==> src/coproc_prim_pkg.sv <==
// Constants and carriers for the coprocessor operand primitive engine.
// Assumes one 25 MHz core clock and a classic Wishbone register slave.
// Behaviour
// RULE1 - Write-to-evaluated-address accepted in general category only; else violation.
// RULE2 - Write-to-evaluated-address length is 0 to 255 bytes.
// RULE3 - That write targets the temporary address loaded by evaluating primitives only.
// RULE4 - Coprocessor gets an undefined address if none was evaluated or register direct.
// RULE5 - Write function code follows supervisor bit sampled when primitive is read.
// RULE6 - No alterability check on the stored address; coprocessor asks alterable only.
// RULE7 - Long operands go as ascending long words, tail in one transfer.
// RULE8 - The write changes no visible register and uses the stored address as is.
// RULE9 - Take-address never overwrites the stored address nor feeds the write.
// RULE10 - Read then write pair uses plain, unlocked bus cycles.
// RULE11 - Take-address and stack accepted always; conditional with come-again clear violates.
// RULE12 - Take-address length is 0 to 255 bytes.
// RULE13 - Take-address moves the operand as ascending long words, direction per bit.
// RULE14 - Take-address cycles use supervisor or user data space from supervisor bit.
// RULE15 - Stack length must be one, two or four; otherwise violation.
// RULE16 - Direction clear pops from stack, pointer incremented after, byte by two.
// RULE17 - Direction set pushes to stack, pointer decremented first, byte by two.
// RULE18 - Direction bit zero: main to coprocessor; one: coprocessor to main.
// RULE19 - A per-instruction flag marks a loaded temporary address, cleared per instruction.
package coproc_prim_pkg;
  // Register byte offsets
  localparam logic [7:0] OFS_CTRL   = 8'h00;
  localparam logic [7:0] OFS_STATUS = 8'h04;
  localparam logic [7:0] OFS_MASK   = 8'h08;
  localparam logic [7:0] OFS_EA     = 8'h0C;
  localparam logic [7:0] OFS_COUNT  = 8'h10;
  // Field positions
  localparam int CTRL_EN_BIT   = 0;
  localparam int EV_DONE_BIT   = 0;
  localparam int EV_VIOL_BIT   = 1;
  localparam int EV_NOEA_BIT   = 2;
  localparam int EV_W          = 3;
  // Reset values
  localparam logic [31:0] CTRL_RST = 32'h0000_0001;
  localparam logic [EV_W-1:0] MASK_RST = 3'h0;
  // Bus function codes
  localparam logic [2:0] FC_USER_DATA  = 3'h1;
  localparam logic [2:0] FC_SUPER_DATA = 3'h5;
  // Transfer sizing
  localparam logic [2:0] PART_MAX   = 3'h4;
  localparam logic [7:0] BYTE_ADJ   = 8'h02;
  localparam logic [7:0] LEN_BYTE   = 8'h01;
  localparam logic [7:0] LEN_WORD   = 8'h02;
  localparam logic [7:0] LEN_LONG   = 8'h04;

  typedef enum logic [1:0] {
    PRIM_WRITE_EA = 2'h0,
    PRIM_TAKE     = 2'h1,
    PRIM_STACK    = 2'h2
  } prim_kind_e;

  typedef enum logic [4:0] {
    ST_IDLE = 5'h01,
    ST_GET  = 5'h02,
    ST_MEM  = 5'h04,
    ST_PUT  = 5'h08,
    ST_END  = 5'h10
  } state_e;

  // One decoded primitive from the response register
  typedef struct packed {
    prim_kind_e  kind;
    logic [7:0]  length;
    logic        direction_bit;
    logic        come_again_bit;
    logic        conditional;
    logic [31:0] addr;
  } prim_s;

  // One data-space bus request
  typedef struct packed {
    logic [31:0] addr;
    logic [2:0]  size;
    logic        we;
    logic [2:0]  fc;
    logic        lock;
    logic [31:0] wdata;
  } mem_req_s;
endpackage

==> src/coproc_prim.sv <==
// Main-processor engine for write-to-evaluated-address, take-address
// and top-of-stack coprocessor primitives.
// Assumes synchronous inputs, one clock and a single-beat memory port.
//
// Local design decisions: the Wishbone slave port and the register addresses.
`timescale 1ns/100ps
module coproc_prim #(
  parameter int LEN_W = 8
) (
  // Clock, reset, enable
  input  wire logic                        core_clk,
  input  wire logic                        reset_n,
  input  wire logic                        clk_en,
  // Wishbone slave
  input  wire logic                        wb_cyc_i,
  input  wire logic                        wb_stb_i,
  input  wire logic                        wb_we_i,
  input  wire logic [7:0]                  wb_adr_i,
  input  wire logic [3:0]                  wb_sel_i,
  input  wire logic [31:0]                 wb_dat_i,
  output logic [31:0]                      wb_dat_o,
  output logic                             wb_ack_o,
  output logic                             irq,
  // Instruction context
  input  wire logic                        instr_start,
  input  wire logic                        supervisor,
  input  wire logic                        ea_load,
  input  wire logic [31:0]                 ea_value,
  // Primitive intake
  input  wire logic                        prim_valid,
  input  wire coproc_prim_pkg::prim_s      prim,
  output logic                             prim_ready,
  output logic                             prim_done,
  output logic                             protocol_violation,
  // Operand interface register
  input  wire logic                        opnd_in_valid,
  input  wire logic [31:0]                 opnd_in_data,
  output logic                             opnd_in_ready,
  output logic                             opnd_out_valid,
  output logic [31:0]                      opnd_out_data,
  input  wire logic                        opnd_out_ready,
  // Data-space memory port
  output logic                             mem_valid,
  output coproc_prim_pkg::mem_req_s        mem_o,
  input  wire logic                        mem_ack,
  input  wire logic [31:0]                 mem_rdata,
  // Active stack pointer
  input  wire logic [31:0]                 active_stack_pointer,
  output logic                             sp_wr,
  output logic [31:0]                      sp_wdata
);

  // Elaboration check: length counters are byte wide
  if (LEN_W != 8) begin : g_bad_len
    $error("coproc_prim: LEN_W must be 8");
  end

  coproc_prim_pkg::state_e state;
  logic [31:0]      temp_ea;
  logic             ea_valid;
  logic [LEN_W-1:0] remaining;
  logic [31:0]      xfer_addr;
  logic             to_mem;
  logic             fc_super;
  logic             pop_pending;
  logic [31:0]      pop_sp;
  logic [31:0]      hold_data;
  logic [31:0]      count;
  logic             enable;
  logic [2:0]       status;
  logic [2:0]       mask;
  logic             accept;
  logic             viol;
  logic             noea;
  logic [2:0]       part;
  logic [7:0]       stack_adj;
  logic             rd_status;

  // Part size: long word while it fits, else the tail
  function automatic logic [2:0] part_of(input logic [7:0] rem);
    part_of = (rem >= 8'(coproc_prim_pkg::PART_MAX)) ? coproc_prim_pkg::PART_MAX : rem[2:0];
  endfunction

  // Handshakes are combinational from state
  assign accept        = prim_valid && prim_ready;
  assign prim_ready    = (state == coproc_prim_pkg::ST_IDLE) && enable;
  assign opnd_in_ready = (state == coproc_prim_pkg::ST_GET);
  assign opnd_out_valid = (state == coproc_prim_pkg::ST_PUT);
  assign mem_valid     = (state == coproc_prim_pkg::ST_MEM);
  assign part          = part_of(remaining);
  assign irq           = |(status & mask);

  // Byte stack operand moves pointer by two to keep it word aligned
  assign stack_adj = (prim.length == coproc_prim_pkg::LEN_BYTE) ?
                     coproc_prim_pkg::BYTE_ADJ : prim.length; // see RULE16 see RULE17

  // Category and length checks at intake
  always_comb begin
    viol = 1'b0;
    if (prim.kind == coproc_prim_pkg::PRIM_WRITE_EA && prim.conditional)
      viol = 1'b1; // see RULE1
    if (prim.kind != coproc_prim_pkg::PRIM_WRITE_EA && prim.conditional &&
        !prim.come_again_bit)
      viol = 1'b1; // see RULE11
    if (prim.kind == coproc_prim_pkg::PRIM_STACK &&
        prim.length != coproc_prim_pkg::LEN_BYTE &&
        prim.length != coproc_prim_pkg::LEN_WORD &&
        prim.length != coproc_prim_pkg::LEN_LONG)
      viol = 1'b1; // see RULE15
  end

  // Write with no evaluated address is flagged but still runs
  assign noea = accept && !viol && !ea_valid &&
                prim.kind == coproc_prim_pkg::PRIM_WRITE_EA; // see RULE4

  // Temporary address: only evaluating primitives load it
  always_ff @(posedge core_clk or negedge reset_n) begin
    if (!reset_n) begin
      temp_ea  <= 32'h0000_0000;
      ea_valid <= 1'b0;
    end else if (clk_en) begin
      if (ea_load) begin
        temp_ea  <= ea_value; // see RULE3 see RULE8
        ea_valid <= 1'b1;     // see RULE19
      end else if (instr_start) begin
        ea_valid <= 1'b0;     // see RULE19
      end
    end
  end

  // Transfer sequencer
  always_ff @(posedge core_clk or negedge reset_n) begin
    if (!reset_n) begin
      state     <= coproc_prim_pkg::ST_IDLE;
      remaining <= 8'h00;
      xfer_addr <= 32'h0000_0000;
      to_mem    <= 1'b0;
      fc_super  <= 1'b0;
      hold_data <= 32'h0000_0000;
    end else if (clk_en) begin
      case (state)
        coproc_prim_pkg::ST_IDLE: begin
          if (accept && !viol) begin
            remaining <= prim.length; // see RULE2 see RULE12
            fc_super  <= supervisor;  // see RULE5 see RULE14
            // Direction one carries coprocessor data out to memory
            to_mem <= (prim.kind == coproc_prim_pkg::PRIM_WRITE_EA) ||
                      prim.direction_bit; // see RULE18
            case (prim.kind)
              // No alterability check; the stored value is used untouched
              coproc_prim_pkg::PRIM_WRITE_EA:
                xfer_addr <= temp_ea; // see RULE6 see RULE8
              coproc_prim_pkg::PRIM_TAKE:
                xfer_addr <= prim.addr; // see RULE9 see RULE13
              coproc_prim_pkg::PRIM_STACK:
                xfer_addr <= prim.direction_bit ?
                             active_stack_pointer - 32'(stack_adj) : // see RULE17
                             active_stack_pointer;                   // see RULE16
              default:
                xfer_addr <= temp_ea;
            endcase
            if (prim.length == 8'h00)
              state <= coproc_prim_pkg::ST_END;
            else if (prim.kind == coproc_prim_pkg::PRIM_WRITE_EA || prim.direction_bit)
              state <= coproc_prim_pkg::ST_GET;
            else
              state <= coproc_prim_pkg::ST_MEM;
          end
        end
        coproc_prim_pkg::ST_GET: begin
          if (opnd_in_valid) begin
            hold_data <= opnd_in_data;
            state     <= coproc_prim_pkg::ST_MEM;
          end
        end
        coproc_prim_pkg::ST_MEM: begin
          if (mem_ack) begin
            // Ascending addresses, one part per bus cycle
            xfer_addr <= xfer_addr + 32'(part); // see RULE7 see RULE13
            remaining <= remaining - 8'(part);
            if (!to_mem) begin
              hold_data <= mem_rdata;
              state     <= coproc_prim_pkg::ST_PUT;
            end else if (remaining == 8'(part)) begin
              state <= coproc_prim_pkg::ST_END;
            end else begin
              state <= coproc_prim_pkg::ST_GET;
            end
          end
        end
        coproc_prim_pkg::ST_PUT: begin
          if (opnd_out_ready)
            state <= (remaining == 8'h00) ? coproc_prim_pkg::ST_END :
                     coproc_prim_pkg::ST_MEM;
        end
        coproc_prim_pkg::ST_END:
          state <= coproc_prim_pkg::ST_IDLE;
        default:
          state <= coproc_prim_pkg::ST_IDLE;
      endcase
    end
  end

  // Bus request fields; never locked, so a read-modify-write may be split
  assign mem_o.addr  = xfer_addr;
  assign mem_o.size  = part; // see RULE7
  assign mem_o.we    = to_mem;
  assign mem_o.fc    = fc_super ? coproc_prim_pkg::FC_SUPER_DATA :
                       coproc_prim_pkg::FC_USER_DATA; // see RULE5 see RULE14
  assign mem_o.lock  = 1'b0; // see RULE10
  assign mem_o.wdata = hold_data;
  assign opnd_out_data = hold_data;

  // Stack pointer: push updates at intake, pop after the last part
  always_ff @(posedge core_clk or negedge reset_n) begin
    if (!reset_n) begin
      sp_wr       <= 1'b0;
      sp_wdata    <= 32'h0000_0000;
      pop_pending <= 1'b0;
      pop_sp      <= 32'h0000_0000;
    end else if (clk_en) begin
      sp_wr <= 1'b0;
      if (accept && !viol && prim.kind == coproc_prim_pkg::PRIM_STACK) begin
        if (prim.direction_bit) begin
          sp_wr    <= 1'b1;
          sp_wdata <= active_stack_pointer - 32'(stack_adj); // see RULE17
        end else begin
          pop_pending <= 1'b1;
          pop_sp      <= active_stack_pointer + 32'(stack_adj); // see RULE16
        end
      end
      if (state == coproc_prim_pkg::ST_END && pop_pending) begin
        sp_wr       <= 1'b1;
        sp_wdata    <= pop_sp;
        pop_pending <= 1'b0;
      end
    end
  end

  // Completion and violation pulses, byte counter
  always_ff @(posedge core_clk or negedge reset_n) begin
    if (!reset_n) begin
      prim_done          <= 1'b0;
      protocol_violation <= 1'b0;
      count              <= 32'h0000_0000;
    end else if (clk_en) begin
      prim_done          <= (state == coproc_prim_pkg::ST_END);
      protocol_violation <= accept && viol; // see RULE1 see RULE11 see RULE15
      if (state == coproc_prim_pkg::ST_MEM && mem_ack)
        count <= count + 32'(part);
    end
  end

  // Wishbone: one wait state, ack drops the cycle after it rises
  assign rd_status = wb_ack_o && !wb_we_i && wb_adr_i == coproc_prim_pkg::OFS_STATUS;

  always_ff @(posedge core_clk or negedge reset_n) begin
    if (!reset_n) begin
      wb_ack_o <= 1'b0;
      wb_dat_o <= 32'h0000_0000;
      enable   <= coproc_prim_pkg::CTRL_RST[coproc_prim_pkg::CTRL_EN_BIT];
      mask     <= coproc_prim_pkg::MASK_RST;
    end else if (clk_en) begin
      wb_ack_o <= wb_cyc_i && wb_stb_i && !wb_ack_o;
      // Writes land at the edge where the master sees ack, not before
      if (wb_cyc_i && wb_stb_i && wb_ack_o && wb_we_i && wb_sel_i[0]) begin
        if (wb_adr_i == coproc_prim_pkg::OFS_CTRL)
          enable <= wb_dat_i[coproc_prim_pkg::CTRL_EN_BIT];
        if (wb_adr_i == coproc_prim_pkg::OFS_MASK)
          mask <= wb_dat_i[2:0];
      end
      if (wb_cyc_i && wb_stb_i && !wb_ack_o) begin
        case (wb_adr_i)
          coproc_prim_pkg::OFS_CTRL:   wb_dat_o <= {31'h0, enable};
          coproc_prim_pkg::OFS_STATUS: wb_dat_o <= {29'h0, status};
          coproc_prim_pkg::OFS_MASK:   wb_dat_o <= {29'h0, mask};
          coproc_prim_pkg::OFS_EA:     wb_dat_o <= temp_ea;
          coproc_prim_pkg::OFS_COUNT:  wb_dat_o <= count;
          default:                     wb_dat_o <= 32'h0000_0000;
        endcase
      end
    end
  end

  // Sticky events; a new event in the clearing cycle survives
  always_ff @(posedge core_clk or negedge reset_n) begin
    if (!reset_n) begin
      status <= 3'h0;
    end else if (clk_en) begin
      status <= (rd_status ? 3'h0 : status) |
                {noea, accept && viol, state == coproc_prim_pkg::ST_END};
    end
  end
endmodule // coproc_prim

==> config.mk <==
export PLATFORM = sky130hd
export DESIGN_NAME = coproc_prim
export DESIGN_NICKNAME = d
export VERILOG_FILES = /design/src/coproc_prim_pkg.sv /design/src/coproc_prim.sv
export SDC_FILE = /design/constraint.sdc
export NUM_CORES = 1
export LEC_CHECK = 0
export CORE_MARGIN = 2
export CORE_UTILIZATION = 40
export CTS_CLUSTER_DIAMETER = 100
export DETAILED_ROUTE_END_ITERATION = 6
export DONT_BUFFER_PORTS = 1
export PLACE_DENSITY = 0.6
export SKIP_LAST_GASP = 1
export SYNTH_ARGS = -nofsm -noshare
export SYNTH_HDL_FRONTEND = slang
export SYNTH_SLANG_ARGS = --single-unit
==> constraint.sdc <==
create_clock -name core_clk -period 5.4 [get_ports core_clk]
set_input_delay 1.08 -clock core_clk [delete_from_list [all_inputs] [get_ports core_clk]]
set_output_delay 1.08 -clock core_clk [all_outputs]
set_load 0.05 [all_outputs]
==> metrics.md <==
| Metric | Value |
|---|---|
| Run status | `finished, final reports clean` |
| GRT Residual Overflow | `0` |
| FF+latch count, synth | `252` |
| Max Clock Freq | `0.2490 GHz` |
| First-pass GRT wire length | `between 70,000 and 80,000 um` |
| Total global-route track usage | `25.82%` |
| Final setup violating endpoints | `0` |
| Library cell used as clock root buffer | `sky130_fd_sc_hd__clkbuf_16` |
| Proportion of layout cells with a drive suffix above 1 | `8.556%` |
| Final HPWL DP | `38,400 um` |
| Clock sink count | `between 200 and 300` |
| Launching element type of the critical path | `register` |
| Num CTS Buffers | `31` |
| Number of global-route vias before repair | `around 12,000` |
| Internal Power | `just under 4000 uW` |
| Area of the die | `38,950 sq um` |
| Share of total power in the clock network | `a little under a third` |
| Path category of the worst min-delay check | `input port to asynchronous set/reset pin` |
| Avg Cell Area, Syn | `around 8.5 sq um` |
| Unrepaired setup endpoints after global routing | `false` |
| Worst-margin pin slew | `1.066 ns` |
| Hold WS | `~0.21 ns` |
| Cell count after synthesis | `between 1,500 and 2,000` |
| Buffers on Ports | `0` |
| Antenna violation net count after detailed routing | `0` |
| Clock H-tree levels | `1` |
| Sequential fraction of the synthesis area | `42.18%` |
| Number of buffers added for setup after CTS | `0` |
| Starting Density | `between 40% and 50%` |
| Final net count | `just under 2,000` |
| Static power due to leakage | `0.006818 uW` |
| Final count of hold timing violations | `0` |
| Switching power as a share of total power | `roughly 45%` |
| # Max-Cap Violations | `0` |
| CP required | `between 4 and 5 ns` |
| Register-to-register path setup slack | `1.40 ns` |
| Min Clock Period, post-route | `about 4.0 ns` |
| Kind of capture point of the worst setup path | `output port` |
| Worst vdd ir | `between 0.3 and 0.4 mV` |
| Proportion of register bits with asynchronous set or reset after synthesis | `100.0%` |
| Width of the chip | `about 200 um` |
| Number of vias in the routed layout | `approximately 13,000` |
| Detailed Route WL | `52,000 um` |
| Critical path arrival | `about 2.9 ns` |
| Commonest register cell after synthesis | `sky130_fd_sc_hd__dfrtp_1` |
| Post-synth design cell area | `14,960 sq um` |
| I/O pin count | `just over 400` |
| Post-CTS Resized | `0` |
| Maximum number of pins on one net before global-route repair | `between 200 and 300` |
| Average vias per placed instance | `roughly 6` |
| Antenna violations before repair | `6` |
| Row count | `70` |
| DR iter-0 viols | `approximately 970` |
| Maximum buffer depth of the clock tree | `3` |
| Setup clock skew after layout | `~0.027 ns` |
| Netlist cell types | `80` |
| Dominant cells by area after synthesis | `sky130_fd_sc_hd__dfrtp_1, sky130_fd_sc_hd__nand2_1, sky130_fd_sc_hd__o21ai_0` |
| Power per standard cell area | `between 400 and 500 nW/um^2` |
| Clk pin slew, worst setup/hold paths | `roughly 0.060 ns` |
| DRC Markers | `0` |
| Final-report max-slew violation count | `0` |
| Routability-driven placement congestion ratio | `0.8959` |
| Clock latency at the later pin of the worst-skew pair | `about 0.59 ns` |
| Ratio of final minimum period to clock period | `about three quarters` |
| 1st-pass router iterations | `5` |
| Post-synthesis cell type with the largest combined area | `sky130_fd_sc_hd__dfrtp_1` |
| Setup TNS | `0 ns` |
| Combinational power share | `between 10% and 20%` |
| Number of enable-type register cells in the synthesized netlist | `0` |
| Relative slew slack | `28.94%` |
| Cts hold-fix bufs | `0` |
| Area added between synthesis and finish | `7.530%` |
| Number of warnings printed during yosys synthesis | `0` |
| Synth top area share | `41.83%` |
| Vertical die dimension | `about 200 um` |
| Peak fanout along the critical path | `40` |
| Placeable core area | `36,700 sq um` |
| TritonCTS clock tree | `yes` |
| Critical path start-end classification | `register to output port` |
| Final routed wire length divided by cell count | `~24 um` |
| Share of power burned in registers | `a little over half` |
| Sw Pwr | `3088 uW` |
cell type report:
class	count	area, sq um
multi-input cells	1309	7777
clock buffers	43	910.9
inverters	39	146.4
well taps	468	585.6
diodes	5	12.51
clock inverters	12	130.1
flip-flops and latches	252	6309
fillers	3630	20620
repair buffers	28	210.2
synth_stat cells, drive strengths merged (5+ instances only):
cell type	count
a211oi	5
a21o	9
a21oi	80
a221oi	12
a22o	7
a22oi	33
a31oi	49
and2	9
and3	27
and4	8
buf	50
clkbuf	109
dfrtp	250
ha	27
inv	38
mux2	42
mux2i	9
nand2	283
nand2b	9
nand3	46
nand4	22
nor2	161
nor2b	9
nor3	44
nor4	20
o211ai	8
o21a	8
o21ai	161
o21bai	7
o22ai	8
o31ai	12
or3	18
or4	6
xnor2	51
xor2	56
layer usage:
metal | part of all wire [%] | up-vias | routed length, um | GRT usage, %
met5 | 0.021 | - | 11 | 0
met4 | 4.2 | 2 | 2203 | 10.33
met3 | 9.0 | 109 | 4697 | 7.478
met2 | 49 | 544 | 25310 | 44.55
met1 | 38 | 6462 | 19780 | 30.16
li1 | - | 5966 | - | -
power groups by stage:
stage / combinational, uW / clock, uW / sequential, uW
global route: 1230 / 2240 / 3750
CTS: 1090 / 2170 / 3700
global placement: 1060 / 0 / 3730
detailed placement: 1080 / 0 / 3730
floorplan: 1510 / 0 / 3100
finish: 1100 / 2120 / 3710
metrics by stage:
stage               setup slack (ns)  instances  area (sq um)  total power [uW]  util (%)
floorplan                      1.551       1759         14960              4608         -
finish                         1.384       2156         16080              6930     43.82
global placement               1.138       2096         15030              4783     40.95
detailed placement             1.102       2096         15030              4820     40.95
global route                   1.091       2155         16080              7216     43.82
CTS                            1.384       2151         16070              6955     43.79
state kept, by name, summed over array words and instances (netlist names), 3 cells and up:
name           cells
pop_sp            32
status             3
sp_wdata          32
mask               3
remaining          8
temp_ea           32
xfer_addr         32
opnd_out_data     32
count             32
wb_dat_o          32
state              5
cells in the final DEF (no fill, tap or decap), types with 11 or more instances in the layout:
master                      instances
sky130_fd_sc_hd__o31ai_1           11
sky130_fd_sc_hd__buf_4             28
sky130_fd_sc_hd__dfrtp_1          250
sky130_fd_sc_hd__a221oi_1          12
sky130_fd_sc_hd__xnor2_1           51
sky130_fd_sc_hd__or3_1             17
sky130_fd_sc_hd__o21ai_1           14
sky130_fd_sc_hd__nor2_1           160
sky130_fd_sc_hd__nand4_1           22
sky130_fd_sc_hd__a21oi_1           79
sky130_fd_sc_hd__clkbuf_16         31
sky130_fd_sc_hd__a31oi_1           49
sky130_fd_sc_hd__xor2_1            56
sky130_fd_sc_hd__nand3_1           45
sky130_fd_sc_hd__o21ai_0          147
sky130_fd_sc_hd__nand2_1          282
sky130_fd_sc_hd__a22oi_1           33
sky130_fd_sc_hd__and3_1            27
sky130_fd_sc_hd__inv_1             38
sky130_fd_sc_hd__mux2_2            42
sky130_fd_sc_hd__ha_1              27
sky130_fd_sc_hd__nor4_1            17
sky130_fd_sc_hd__nor3_1            44
worst paths after layout:
check                                               endpoint                      from  cells past startpoint
worst max-delay path                               mem_valid      state[2]$_DFFE_PN0P_                      3
worst min-delay path            opnd_out_data[1]$_DFFE_PN0P_                   reset_n                      0
worst max register to register         count[30]$_DFFE_PN0P_  remaining[6]$_DFFE_PN0P_                     13
worst min register to register        pop_sp[16]$_DFFE_PN0P_    pop_sp[16]$_DFFE_PN0P_                      2
max in group asynchronous           sp_wdata[17]$_DFFE_PN0P_                   reset_n                      0
min in group core_clk                 pop_sp[16]$_DFFE_PN0P_    pop_sp[16]$_DFFE_PN0P_                      2
critical path: stages, from the launching register on:
cell and delay [ns]:
sky130_fd_sc_hd__dfrtp_1 0.45, sky130_fd_sc_hd__nor3b_1 0.41, sky130_fd_sc_hd__nand2_2 0.55, sky130_fd_sc_hd__inv_2 0.94
cells by family after synthesis:
family          after synthesis  synth area share (%)
other cells                   2               0.05022
simple gates                678                 20.81
mux                          51                 3.765
xor+xnor                    107                 6.266
buf+inv                     198                 6.040
flops                       252                 42.18
compound gates              438                 18.09
fa+ha+maj                    31                 2.794
(Power assumes the default switching activity.)
